### src/pxm_pkg.sv
// Constants, states and encodings for the port and external memory interface.
// Assumes one core clock; external parts sit on the pins with pull-ups on quasi pins.
// Operation
// - One 64K program space; lowest 4K on-chip, the rest fetched off-chip.
// - Instruction fetches use program memory only, never data memory.
// - No store strobe is ever issued for program memory.
// - Low address/data port carries the low address first, then the data byte.
// - High address port drives the upper address on off-chip fetches and sixteen-bit data accesses.
// - 32 pins in four byte ports, bit and byte access, input or output.
// - Alternate-function pins carry their function when used, else plain I/O.
// - Active-low read strobe on alternate port bit 7 for external data reads.
// - Active-low store strobe on alternate port bit 6 for external data writes.
// - Alternate port bits 2 and 3 take interrupts, low level or falling edge.
// - Alternate port bits 4 and 5 are counter inputs zero and one.
// - Alternate port bit 1 is serial transmit, or shift clock in shift mode.
// - Alternate port bit 0 is serial receive, or bidirectional data in shift mode.
// - Accumulator owns its own special-function address, apart from the ports.
// - Separate active-low code fetch strobe gates external program memory.
// - Optional eight-bit paged data access leaves high address port as I/O.

package pxm_pkg;

  localparam logic [16:0] PROG_SPACE_BYTES = 17'h10000;
  localparam int          ONCHIP_ROM_BYTES = 4096;
  localparam int          ADDR_CYCLES      = 1;
  localparam int          STROBE_CYCLES    = 4;
  localparam int          CNT_W            = 4;

  localparam logic [7:0]  PORT_RESET       = 8'hff;
  localparam logic [7:0]  BYTE_ALL_ON      = 8'hff;
  localparam logic [7:0]  BYTE_ALL_OFF     = 8'h00;

  localparam logic [7:0]  SFR_LOW_PORT     = 8'h80;
  localparam logic [7:0]  SFR_GP_PORT      = 8'h90;
  localparam logic [7:0]  SFR_HIGH_PORT    = 8'ha0;
  localparam logic [7:0]  SFR_ALT_PORT     = 8'hb0;
  localparam logic [7:0]  SFR_ACCUMULATOR  = 8'he0;

  localparam int ALT_RXD    = 0;
  localparam int ALT_TXD    = 1;
  localparam int ALT_IRQ0   = 2;
  localparam int ALT_IRQ1   = 3;
  localparam int ALT_CNT0   = 4;
  localparam int ALT_CNT1   = 5;
  localparam int ALT_STORE  = 6;
  localparam int ALT_READ   = 7;

  localparam int PIN_LOW  = 0;
  localparam int PIN_GP   = 8;
  localparam int PIN_HIGH = 16;
  localparam int PIN_ALT  = 24;

  typedef enum logic [1:0] {
    PXM_PORT_LOW  = 2'h0,
    PXM_PORT_GP   = 2'h1,
    PXM_PORT_HIGH = 2'h2,
    PXM_PORT_ALT  = 2'h3
  } pxm_port_t;

  typedef enum logic [2:0] {
    PXM_IDLE   = 3'h0,
    PXM_ADDR   = 3'h1,
    PXM_STROBE = 3'h3,
    PXM_DONE   = 3'h2,
    PXM_ROM    = 3'h6
  } pxm_state_t;

endpackage

### src/pxm_port_mem_if.sv
// Four byte ports with quasi-bidirectional pins, external program/data bus
// cycles on the low and high address ports, and alternate-function pin muxing.
// Core side is on clk; pins are asynchronous and are synchronised before use.
`timescale 1ns/1ps
`default_nettype none

module pxm_port_mem_if #(
  parameter int OnchipRomBytes = pxm_pkg::ONCHIP_ROM_BYTES,
  parameter int AddrCycles     = pxm_pkg::ADDR_CYCLES,
  parameter int StrobeCycles   = pxm_pkg::STROBE_CYCLES
) (
  input  wire logic        clk,
  input  wire logic        rstn,
  // Program fetch request
  input  wire logic        fetchReq,
  input  wire logic [15:0] fetchAddr,
  output var  logic        fetchDone,
  output var  logic [7:0]  fetchData,
  // External data request
  input  wire logic        dataReq,
  input  wire logic        dataWrite,
  input  wire logic        dataWide,
  input  wire logic [15:0] dataAddr,
  input  wire logic [7:0]  dataWdata,
  output var  logic        dataDone,
  output var  logic [7:0]  dataRdata,
  output var  logic        busBusy,
  // On-chip program array
  output var  logic        romRdEn,
  output var  logic [15:0] romAddr,
  input  wire logic [7:0]  romData,
  // Special-function port access
  input  wire logic        sfrWr,
  input  wire logic        sfrBitWr,
  input  wire logic [7:0]  sfrAddr,
  input  wire logic [2:0]  sfrBitIdx,
  input  wire logic        sfrBitVal,
  input  wire logic [7:0]  sfrWdata,
  output var  logic [31:0] portLatch,
  output var  logic [31:0] portPins,
  // Peripheral side of alternate functions
  input  wire logic [1:0]  irqEdgeMode,
  output var  logic [1:0]  irqReq,
  output var  logic [1:0]  countIn,
  input  wire logic        serShiftMode,
  input  wire logic        serTxd,
  input  wire logic        serShiftClk,
  input  wire logic        serDataOut,
  input  wire logic        serDataOe,
  output var  logic        serRxd,
  // Pins
  input  wire logic [7:0]  lowAddressDataPortIn,
  output var  logic [7:0]  lowAddressDataPortOut,
  output var  logic [7:0]  lowAddressDataPortOe,
  input  wire logic [7:0]  gpPortIn,
  output var  logic [7:0]  gpPortOut,
  output var  logic [7:0]  gpPortOe,
  input  wire logic [7:0]  highAddressPortIn,
  output var  logic [7:0]  highAddressPortOut,
  output var  logic [7:0]  highAddressPortOe,
  input  wire logic [7:0]  altFunctionPortIn,
  output var  logic [7:0]  altFunctionPortOut,
  output var  logic [7:0]  altFunctionPortOe,
  output var  logic        addrLatchStrobe,
  output var  logic        codeFetchStrobeN
);

  localparam int CNT_W_L = pxm_pkg::CNT_W;
  localparam logic [16:0] RomTop   = 17'(OnchipRomBytes);
  localparam logic [CNT_W_L-1:0] AddrLast = CNT_W_L'(AddrCycles - 1);
  localparam logic [CNT_W_L-1:0] StrbLast = CNT_W_L'(StrobeCycles - 1);

  // Port decode: valid bit and port index
  function automatic logic [2:0] portDecode(input logic [7:0] a);
    logic [2:0] r;
    r = 3'h0;
    case (a)
      pxm_pkg::SFR_LOW_PORT:  r = {1'b1, pxm_pkg::PXM_PORT_LOW};
      pxm_pkg::SFR_GP_PORT:   r = {1'b1, pxm_pkg::PXM_PORT_GP};
      pxm_pkg::SFR_HIGH_PORT: r = {1'b1, pxm_pkg::PXM_PORT_HIGH};
      pxm_pkg::SFR_ALT_PORT:  r = {1'b1, pxm_pkg::PXM_PORT_ALT};
      default:                r = 3'h0;
    endcase
    return r;
  endfunction

  pxm_pkg::pxm_state_t state_q;
  logic [CNT_W_L-1:0]  cnt_q;
  logic                isFetch_q;
  logic                isWrite_q;
  logic                isWide_q;
  logic [15:0]         addr_q;
  logic [7:0]          wdata_q;
  logic [31:0]         pinMeta_q;
  logic [31:0]         pinSync_q;
  logic [1:0]          irqPrev_q;
  logic [2:0]          dec;
  logic [4:0]          base;
  logic                inCycle;
  logic [7:0]          lowOut_d;
  logic [7:0]          lowOe_d;
  logic [7:0]          highOut_d;
  logic [7:0]          highOe_d;
  logic [7:0]          alt_d;
  logic [7:0]          altVal_d;

  // accumulator address never decodes as a port
  assign dec  = (sfrAddr == pxm_pkg::SFR_ACCUMULATOR) ? 3'h0 : portDecode(sfrAddr);
  assign base = {dec[1:0], 3'h0};
  assign inCycle = (state_q != pxm_pkg::PXM_IDLE) && (state_q != pxm_pkg::PXM_ROM);

  // Pin synchronisers
  always_ff @(posedge clk or negedge rstn) begin
    if (!rstn) begin
      pinMeta_q <= {4{pxm_pkg::PORT_RESET}};
      pinSync_q <= {4{pxm_pkg::PORT_RESET}};
    end else begin
      pinMeta_q <= {altFunctionPortIn, highAddressPortIn, gpPortIn, lowAddressDataPortIn};
      pinSync_q <= pinMeta_q;
    end
  end

  assign portPins = pinSync_q;

  // byte and bit writes to port latches
  always_ff @(posedge clk or negedge rstn) begin
    if (!rstn) begin
      portLatch <= {4{pxm_pkg::PORT_RESET}};
    end else if (dec[2] && sfrWr) begin
      portLatch[base +: 8] <= sfrWdata;
    end else if (dec[2] && sfrBitWr) begin
      portLatch[base + 5'(sfrBitIdx)] <= sfrBitVal;
    end
  end

  // Bus cycle sequencer
  always_ff @(posedge clk or negedge rstn) begin
    if (!rstn) begin
      state_q   <= pxm_pkg::PXM_IDLE;
      cnt_q     <= '0;
      isFetch_q <= 1'b0;
      isWrite_q <= 1'b0;
      isWide_q  <= 1'b0;
      addr_q    <= 16'h0000;
      wdata_q   <= 8'h00;
    end else begin
      case (state_q)
        pxm_pkg::PXM_IDLE: begin
          cnt_q <= '0;
          if (dataReq) begin
            // data requests never serve a fetch
            isFetch_q <= 1'b0;
            isWrite_q <= dataWrite;
            isWide_q  <= dataWide;
            addr_q    <= dataAddr;
            wdata_q   <= dataWdata;
            state_q   <= pxm_pkg::PXM_ADDR;
          end else if (fetchReq) begin
            isFetch_q <= 1'b1;
            isWrite_q <= 1'b0;
            isWide_q  <= 1'b1;
            addr_q    <= fetchAddr;
            if ({1'b0, fetchAddr} < RomTop) begin
              state_q <= pxm_pkg::PXM_ROM;
            end else begin
              state_q <= pxm_pkg::PXM_ADDR;
            end
          end
        end
        pxm_pkg::PXM_ADDR: begin
          if (cnt_q == AddrLast) begin
            cnt_q   <= '0;
            state_q <= pxm_pkg::PXM_STROBE;
          end else begin
            cnt_q <= cnt_q + 1'b1;
          end
        end
        pxm_pkg::PXM_STROBE: begin
          if (cnt_q == StrbLast) begin
            cnt_q   <= '0;
            state_q <= pxm_pkg::PXM_DONE;
          end else begin
            cnt_q <= cnt_q + 1'b1;
          end
        end
        pxm_pkg::PXM_DONE: state_q <= pxm_pkg::PXM_IDLE;
        pxm_pkg::PXM_ROM:  state_q <= pxm_pkg::PXM_IDLE;
        default:           state_q <= pxm_pkg::PXM_IDLE;
      endcase
    end
  end

  // Answers to the core
  always_ff @(posedge clk or negedge rstn) begin
    if (!rstn) begin
      fetchDone <= 1'b0;
      fetchData <= 8'h00;
      dataDone  <= 1'b0;
      dataRdata <= 8'h00;
      busBusy   <= 1'b0;
      romRdEn   <= 1'b0;
      romAddr   <= 16'h0000;
    end else begin
      fetchDone <= 1'b0;
      dataDone  <= 1'b0;
      romRdEn   <= (state_q == pxm_pkg::PXM_IDLE) && !dataReq && fetchReq
                   && ({1'b0, fetchAddr} < RomTop);
      romAddr   <= fetchAddr;
      busBusy   <= (state_q != pxm_pkg::PXM_IDLE) || dataReq || fetchReq;
      if (state_q == pxm_pkg::PXM_ROM) begin
        fetchDone <= 1'b1;
        fetchData <= romData;
      end
      // Read data sampled from the synchronised low port at strobe end
      if (state_q == pxm_pkg::PXM_STROBE && cnt_q == StrbLast) begin
        if (isFetch_q) begin
          fetchDone <= 1'b1;
          fetchData <= pinSync_q[pxm_pkg::PIN_LOW +: 8];
        end else begin
          dataDone <= 1'b1;
          if (!isWrite_q) begin
            dataRdata <= pinSync_q[pxm_pkg::PIN_LOW +: 8];
          end
        end
      end
    end
  end

  // Next pin values
  always_comb begin
    // address phase, then data on the same pins
    lowOut_d = pxm_pkg::BYTE_ALL_OFF;
    lowOe_d  = ~portLatch[pxm_pkg::PIN_LOW +: 8];
    if (state_q == pxm_pkg::PXM_ADDR) begin
      lowOut_d = addr_q[7:0];
      lowOe_d  = pxm_pkg::BYTE_ALL_ON;
    end else if (state_q == pxm_pkg::PXM_STROBE && isWrite_q) begin
      lowOut_d = wdata_q;
      lowOe_d  = pxm_pkg::BYTE_ALL_ON;
    end else if (inCycle) begin
      lowOe_d  = pxm_pkg::BYTE_ALL_OFF;
    end
    // upper address held for the access
    // paged access leaves the high port to software
    highOut_d = pxm_pkg::BYTE_ALL_OFF;
    highOe_d  = ~portLatch[pxm_pkg::PIN_HIGH +: 8];
    if (inCycle && (isFetch_q || isWide_q)) begin
      highOut_d = addr_q[15:8];
      highOe_d  = pxm_pkg::BYTE_ALL_ON;
    end
    // unused functions stay high so latch rules
    alt_d = pxm_pkg::BYTE_ALL_ON;
    alt_d[pxm_pkg::ALT_READ]  = !(state_q == pxm_pkg::PXM_STROBE && !isFetch_q && !isWrite_q);
    alt_d[pxm_pkg::ALT_STORE] = !(state_q == pxm_pkg::PXM_STROBE && !isFetch_q && isWrite_q);
    alt_d[pxm_pkg::ALT_TXD]   = serShiftMode ? serShiftClk : serTxd;
    // shift-mode data drive on the receive pin
    alt_d[pxm_pkg::ALT_RXD]   = serDataOe ? serDataOut : 1'b1;
    altVal_d = portLatch[pxm_pkg::PIN_ALT +: 8] & alt_d;
  end

  // Registered pin drivers; quasi pins only pull low
  always_ff @(posedge clk or negedge rstn) begin
    if (!rstn) begin
      lowAddressDataPortOut <= pxm_pkg::BYTE_ALL_OFF;
      lowAddressDataPortOe  <= pxm_pkg::BYTE_ALL_OFF;
      gpPortOut             <= pxm_pkg::BYTE_ALL_OFF;
      gpPortOe              <= pxm_pkg::BYTE_ALL_OFF;
      highAddressPortOut    <= pxm_pkg::BYTE_ALL_OFF;
      highAddressPortOe     <= pxm_pkg::BYTE_ALL_OFF;
      altFunctionPortOut    <= pxm_pkg::BYTE_ALL_OFF;
      altFunctionPortOe     <= pxm_pkg::BYTE_ALL_OFF;
      addrLatchStrobe       <= 1'b0;
      codeFetchStrobeN      <= 1'b1;
    end else begin
      lowAddressDataPortOut <= lowOut_d;
      lowAddressDataPortOe  <= lowOe_d;
      gpPortOut             <= pxm_pkg::BYTE_ALL_OFF;
      gpPortOe              <= ~portLatch[pxm_pkg::PIN_GP +: 8];
      highAddressPortOut    <= highOut_d;
      highAddressPortOe     <= highOe_d;
      altFunctionPortOut    <= pxm_pkg::BYTE_ALL_OFF;
      altFunctionPortOe     <= ~altVal_d;
      addrLatchStrobe       <= (state_q == pxm_pkg::PXM_ADDR);
      // code strobe only on external fetch
      codeFetchStrobeN      <= !(state_q == pxm_pkg::PXM_STROBE && isFetch_q);
    end
  end

  // Alternate inputs to peripherals
  always_ff @(posedge clk or negedge rstn) begin
    if (!rstn) begin
      irqPrev_q <= 2'h3;
      irqReq    <= 2'h0;
      countIn   <= 2'h3;
      serRxd    <= 1'b1;
    end else begin
      irqPrev_q <= {pinSync_q[pxm_pkg::PIN_ALT + pxm_pkg::ALT_IRQ1],
                    pinSync_q[pxm_pkg::PIN_ALT + pxm_pkg::ALT_IRQ0]};
      for (int i = 0; i < 2; i++) begin
        irqReq[i] <= irqEdgeMode[i]
                     ? (irqPrev_q[i] && !pinSync_q[pxm_pkg::PIN_ALT + pxm_pkg::ALT_IRQ0 + i])
                     : !pinSync_q[pxm_pkg::PIN_ALT + pxm_pkg::ALT_IRQ0 + i];
      end
      countIn   <= {pinSync_q[pxm_pkg::PIN_ALT + pxm_pkg::ALT_CNT1],
                    pinSync_q[pxm_pkg::PIN_ALT + pxm_pkg::ALT_CNT0]};
      serRxd    <= pinSync_q[pxm_pkg::PIN_ALT + pxm_pkg::ALT_RXD];
    end
  end

endmodule

`default_nettype wire

### config.mk
export PLATFORM = sky130hd
export DESIGN_NAME = pxm_port_mem_if
export DESIGN_NICKNAME = d
export VERILOG_FILES = /design/src/pxm_pkg.sv /design/src/pxm_port_mem_if.sv
export SDC_FILE = /design/constraint.sdc
export NUM_CORES = 1
export LEC_CHECK = 0
export ABC_AREA = 1
export BUFFER_PORTS_ARGS = -buffer_cell sky130_fd_sc_hd__clkbuf_2
export CAP_MARGIN = 20
export CORE_MARGIN = 2
export CORE_UTILIZATION = 40
export CTS_CLUSTER_SIZE = 12
export DETAILED_ROUTE_END_ITERATION = 12
export PLACE_DENSITY = 0.66
export SLEW_MARGIN = 20
export SYNTH_ARGS = -nofsm -noshare
export SYNTH_HDL_FRONTEND = slang
export SYNTH_SLANG_ARGS = --single-unit
### constraint.sdc
create_clock -name clk -period 1.6 [get_ports clk]
set_input_delay 0.16 -clock clk [delete_from_list [all_inputs] [get_ports clk]]
set_output_delay 0.16 -clock clk [all_outputs]
set_load 0.01 [all_outputs]
# Word level (Yosys, flattened, before mapping)
# Index checks and enable logic that the tools add are counted.
# word_totals
regBits	223
inputBits	115
out_inout_bits	171
word_cells	137
# classes
n_addsub	3
order_cmp	3
eq_ne	13
n_shift	2
muxes	43
n_bitwise	7
n_reduce_logical	37
# ops
operator	count
$mux W8	10
$bwmux W32	2
$mux W32	2
$eq A8 B8 Y1 const B	5
$mux W16	2
$not A8 Y8	4
$shift A8 B7 Y32 const A	1
$shiftx A8 B7 Y32	1
$mux W3	6
$logic_and A1 B1 Y1	16
$lt A16 B13 Y1 const B	1
$mux W1	15
$pmux W3 S4	1
$pmux W4 S3	1
$pmux W3 S3	1
$and A8 B8 Y8	1
$logic_not A1 Y1	8
$mux W4	2
$neg A5 Y7	1
$lt A5 B6 Y1 const B	1
$ne A3 B3 Y1 const B	2
$reduce_and A3 Y1	2
$reduce_bool A3 Y1	2
$add A5 B3 Y5	1
14 further kinds	20

# Longest topological paths before layout
# logic_depth
depth_word	11
ltp_mapped	16
mapped_depth_nobuf	14

# Worst setup path before layout
# OpenSTA, ideal clock, no wires.
# synth_path
kind	input-to-reg
start	input port sfrAddr[3]
end	register portLatch[6]
setup_ps	77
arrival_ps	1849
required_time_ps	1523
slack_ps	-325
stages	15
n_path_buf	3
path_cell_list	nor2_1 nand2_1 nor2_1 buf_4 buf_2 nand2_1 inv_1 ha_1 buf_2 nand3_1 nor2_1 nand3_1 nand2_1 nand3_1 nand2_1
# synth_via
elab_chain_cells	11
elab_cells_between_ends	23
classes_between	add/sub (2); order compare (2); eq/ne (5); shift (2); mux (8); reduce/logical (4)
# synth_rtl
element	line	text
start, declared	pxm_port_mem_if.sv:35	input wire logic [7:0] sfrAddr,
$eq A8 B8 Y1	pxm_port_mem_if.sv:77	case (a)
$pmux W3 S4	pxm_port_mem_if.sv:77	
$mux W3 (*)	pxm_port_mem_if.sv:108	assign dec = (sfrAddr == pxm_pkg::SFR_ACCUMULATOR) ? 3'h0 : portDecode(sfrAddr);
$add A5 B3 Y5	pxm_port_mem_if.sv:132	portLatch[base + 5'(sfrBitIdx)] <= sfrBitVal;
$lt A5 B6 Y1 (implied by the code) or $ge A5 B1 Y1 (tied branches)	pxm_port_mem_if.sv:132	
$logic_and A1 B1 Y1 (implied by the code)	pxm_port_mem_if.sv:132	
$mux W1 (implied by the code)	pxm_port_mem_if.sv:132	
$demux W1 S5	pxm_port_mem_if.sv:132	
$bwmux W32	pxm_port_mem_if.sv:132	
$mux W32	pxm_port_mem_if.sv:131	end else if (dec[2] && sfrBitWr) begin
$mux W32	pxm_port_mem_if.sv:129	end else if (dec[2] && sfrWr) begin
end signal, assigned	pxm_port_mem_if.sv:128	portLatch <= {4{pxm_pkg::PORT_RESET}};
end signal, assigned by index	pxm_port_mem_if.sv:130	portLatch[base +: 8] <= sfrWdata;
end signal, assigned by index	pxm_port_mem_if.sv:132	
end, declared	pxm_port_mem_if.sv:39	output var logic [31:0] portLatch,
# Every way passes the cells marked *; elsewhere a longest branch is shown, timed or not. The select of a mux whose other input is x is not followed.
# A chain may end at the register's enable or synchronous reset.

# Final worst setup path
# layout_path
start	register state_q[2]
end	register addr_q[5]
# layout_via
elab_chain_cells	2
# layout_rtl
element	line	text
start, declared	pxm_port_mem_if.sv:87	pxm_pkg::pxm_state_t state_q;
start signal, assigned	pxm_port_mem_if.sv:139	state_q <= pxm_pkg::PXM_IDLE;
start signal, assigned	pxm_port_mem_if.sv:157	state_q <= pxm_pkg::PXM_ADDR;
start signal, assigned	pxm_port_mem_if.sv:164	state_q <= pxm_pkg::PXM_ROM;
$logic_not A3 Y1	pxm_port_mem_if.sv:147	case (state_q)
$reduce_and A2 Y1 (no line)	n/a	
end signal, assigned	pxm_port_mem_if.sv:155	addr_q <= dataAddr;
end signal, assigned	pxm_port_mem_if.sv:162	addr_q <= fetchAddr;
end, declared	pxm_port_mem_if.sv:92	logic [15:0] addr_q;
# No other way between the ends.

==> results.md <==
- The detailed router placed 8225 vias in this run.
- Headroom to the max-slew limit came out at 66.0%.
- sky130_fd_sc_hd__dfrtp_1 takes more of the synthesized area than any other cell.
- VDD sags by at most 0.000747 V.
- The part of the power in registers is 43.4%.
- The path type of the worst setup path is reg2reg.
- The worst hold path begins at dataReq.
- The number of nets in the final layout is 1538.
- The xor/xnor share of the synthesized area is 0.188%.
- The tightest min-delay check is of the in2reg type.
- In the post-synthesis netlist, the biggest area contributors are sky130_fd_sc_hd__dfrtp_1 (33%), sky130_fd_sc_hd__dfstp_2 (29%), sky130_fd_sc_hd__nand2_1 (13%).
- The maximum clock frequency is 657 MHz.
- At the pin with the least slew margin, the transition time is 0.510 ns.
- The clock latency of the later-clocked register in the worst-skew pair is 0.53 ns.
- The floorplan has 55 rows.
- The clock transition at the registers of the reported paths is 0.06 ns.
- The final count of pins violating max slew is 0.
- The count of final hold-check violations is 0.
- The main flop type after synthesis is sky130_fd_sc_hd__dfrtp_1.
- The final wirelength is 26.1 mm.
- The number of global-route vias before repair is 7864.
- The combinational share of power is 22.3%.
- TritonCTS built the clock tree.
- The die covers 24500 um2.
- The starting density of the core is 40.9%.
- Walking the worst path, the cells encountered are nor2_2, nand2_2, inv_1, nand2_1, buf_12, o31ai_1.
- In this run, the clock network consumes 34.3% of the power.
- The die is 157 um wide.
- The die boundary height is 157 um.
- The sequential-to-total area share from yosys stat is 61.3%.
- On the final layout, the worst clock skew is 0.0132 ns.
- Compared with the post-synthesis result, the final layout area differs by 41.8%.
- Counting distinct cell types in the post-synthesis netlist gives 38.
- Setup violations remaining at the end of the flow were counted as 0.
- The worst path uses 95.1% of the clock period.
- The library cells used most frequently in the layout, excluding fill and tap cells, are sky130_fd_sc_hd__nand2_1 (319), sky130_fd_sc_hd__clkbuf_2 (268), sky130_fd_sc_hd__nor2_1 (130).
- Dividing the detail-routed via count by the number of cells gives 4.71.
- The number of input and output port buffers inserted is 269.
- The switching fraction of total power is 30.4%.
- Detailed placement finished with a half-perimeter wire length of 17.7 mm.
- Max-cap violations in this run came to 0.
- In the synthesized netlist, the number of instances is 1017.
- The number of buffer and inverter instances along the worst setup path is 2.
- The top fanout value on the critical path is 28.
- The post-synth design cell area is 9320 um2.
- After synthesis, the largest area contributor takes up 32.5% of total cell area.
- The tree is rooted in a sky130_fd_sc_hd__clkbuf_16.
- In this run the standard cell core region covers 22800 um2.
- After layout, the minimum clock period comes to 1.52 ns.
- The synthesized area per cell is 9.16 um2.
- The worst endpoint required time is 2.02 ns.
- The share of synthesized area spent on multiplexers is 0%.
- The compound-cell area share of the yosys netlist is 6.74%.
- The detailed-route DRC error count is 0.
- The synthesized design contains 223 register bits.
- The residual antenna-violating net count after detailed routing is 0.
- Among all stages on the critical path, the largest delay is contributed by sky130_fd_sc_hd__dfrtp_1.
- The final core utilization is 58.0%.
- The number of design-rule violations left by the first detailed-router iteration is 495.
- After Yosys synthesis, full adders, half adders and majority gates account for 1.21% of the synthesized area.
- The wire length of the first global-routing pass is 41.2 mm.
- The simple-gate share of the synthesized area is 23.8%.
- The worst setup path is launched from a flop.
- The capturing element type of the critical path is a flop.
- The initial antenna violation count was 0.
- The maximum level of the CTS H-tree is 1.
- The worst hold margin is 0.0626 ns.
- The cell family contributing the most delay on the critical path is simple AND/OR/NAND/NOR gates.
- Routability-driven placement finished with a final weighted congestion of 0.938.
- Counting the fill cells in the layout gives 1938.
- The startpoint of the worst setup timing path is state_q[2].
- The sink count of the clock tree is 223.
- The wire length per cell after detailed routing is 15.0 um.
- The commonest non-fill, non-tap cell in the layout is sky130_fd_sc_hd__nand2_1.
- The leakage power total is 6.38 nW.
- The largest single stage delay on the critical path is 0.40 ns.
- The startpoint identified for the worst register-to-register timing path is state_q[2].
- In this run the power density over the cells is 1260 nW/um2.
- The clock buffer count from CTS is 25.
- The overall routing resource usage is 21.0%.
- 286 I/O pins were placed.
- The maximum root-to-sink buffer count is 3.
- The number of diodes is 0.
- The iteration count of the initial detailed-routing pass is 6.
- Cell internal power was estimated by the tool at 11.6 mW.
- The proportion of register bits with asynchronous set or reset after synthesis is 100%.
- The Yosys step of the flow raised 0 warnings.
- In the final layout, the share of cells above drive strength 1 is 35.8%.
- Entering global routing, the biggest net connects 80 pins.
- Summed over all layers, the global routing overflow is 0.
- The number of synthesized flops with an enable pin is 0.
- The run finished with clean final reports.
- Summed over all nets, the switching power comes to 5.07 mW.
- The dominant combinational cell family by area after synthesis is simple AND/OR/NAND/NOR gates.
- At the worst endpoint, the arrival time is 1.94 ns.
state kept, by name, indices dropped and copies added (netlist names), 2 cells and up:
signal / flops
pinMeta_q: 32
portLatch: 32
portPins: 32
addr_q: 16
romAddr: 16
altFunctionPortOe: 8
dataRdata: 8
fetchData: 8
gpPortOe: 8
highAddressPortOe: 8
highAddressPortOut: 8
lowAddressDataPortOe: 8
lowAddressDataPortOut: 8
wdata_q: 8
cnt_q: 4
state_q: 3
countIn: 2
irqPrev_q: 2
irqReq: 2
final timing paths:
path	endpoint	slack, ns	cells past startpoint
max	addr_q[5]	0.08	6
min	addr_q[12]	0.06	3
max reg2reg	addr_q[5]	0.08	6
min reg2reg	portPins[29]	0.35	0
max in group asynchronous	portPins[16]	0.87	3
min in group asynchronous	portLatch[17]	0.26	2
worst min-delay path, cell delays in order:
cell	delay (ns)
sky130_fd_sc_hd__clkbuf_2	0.13
sky130_fd_sc_hd__nor2_1	0.16
sky130_fd_sc_hd__o31ai_1	0.09
per-stage QoR:
stage / TNS, ns / total power [mW] / setup slack [ns] / instance area [um2] / std cells
2_1_floorplan: -0.988 / 9.10 / -0.0541 / 9560 / 1032
3_3_place_gp: -4.20 / 10.5 / -0.175 / 11400 / 1605
3_5_place_dp: -5.65 / 10.7 / -0.217 / 11400 / 1605
4_1_cts: 0 / 16.6 / 0.0169 / 13100 / 1740
5_1_grt: -0.0234 / 17.5 / -0.0234 / 13200 / 1745
6_report: 0 / 16.7 / 0.0778 / 13200 / 1745
final cells by class:
| cell class | instances | area [um2] | area share [%] |
|---|---|---|---|
| Sequential cell | 223 | 5710 | 43.2 |
| Timing Repair Buffer | 402 | 2710 | 20.5 |
| Clock buffer | 38 | 714 | 5.41 |
| Multi-Input combinational cell | 672 | 3240 | 24.5 |
| Clock inverter | 7 | 111 | 0.843 |
| Tap cell | 313 | 392 | 2.96 |
| Inverter | 90 | 344 | 2.60 |
timing repair:
item,4_1_cts,5_1_grt
setup buffers,0,3
endpoints found under the hold margin,224,0
hold buffers,90,0
gates resized for setup,0,8
endpoints found under the setup margin,0,31
power groups by stage:
| stage | Sequential [mW] | Combinational (mW) | Clock [mW] |
|---|---|---|---|
| after global placement | 7.24 | 3.30 | 0 |
| after CTS | 7.19 | 3.56 | 5.84 |
| after global routing | 7.34 | 4.12 | 6.08 |
| after floorplan | 7.41 | 1.70 | 0 |
| final | 7.23 | 3.71 | 5.71 |
| after detailed placement | 7.28 | 3.37 | 0 |
per-layer routing:
metal | wire, um | track usage, %
met1 | 11300 | 28.2
met2 | 12500 | 34.8
met3 | 1660 | 4.07
met4 | 662 | 6.16
met5 | 0 | 0
Yosys cell counts (all sizes together) (3+ instances only):
master and number:
a21oi 3, a31oi 8, a32o 8, buf 35, clkbuf 14, dfrtp 121
dfstp 102, ha 9, inv 88, nand2 322, nand3 44, nor2 154
nor3 19, o211ai 3, o21ai 60, o31ai 13
logic make-up after synthesis:
family | Yosys count
flops | 223
fa+ha+maj | 9
xor+xnor | 2
other cells | 1
simple gates | 544
buf+inv | 139
compound gates | 99
Power figures use the tool's default switching activity.
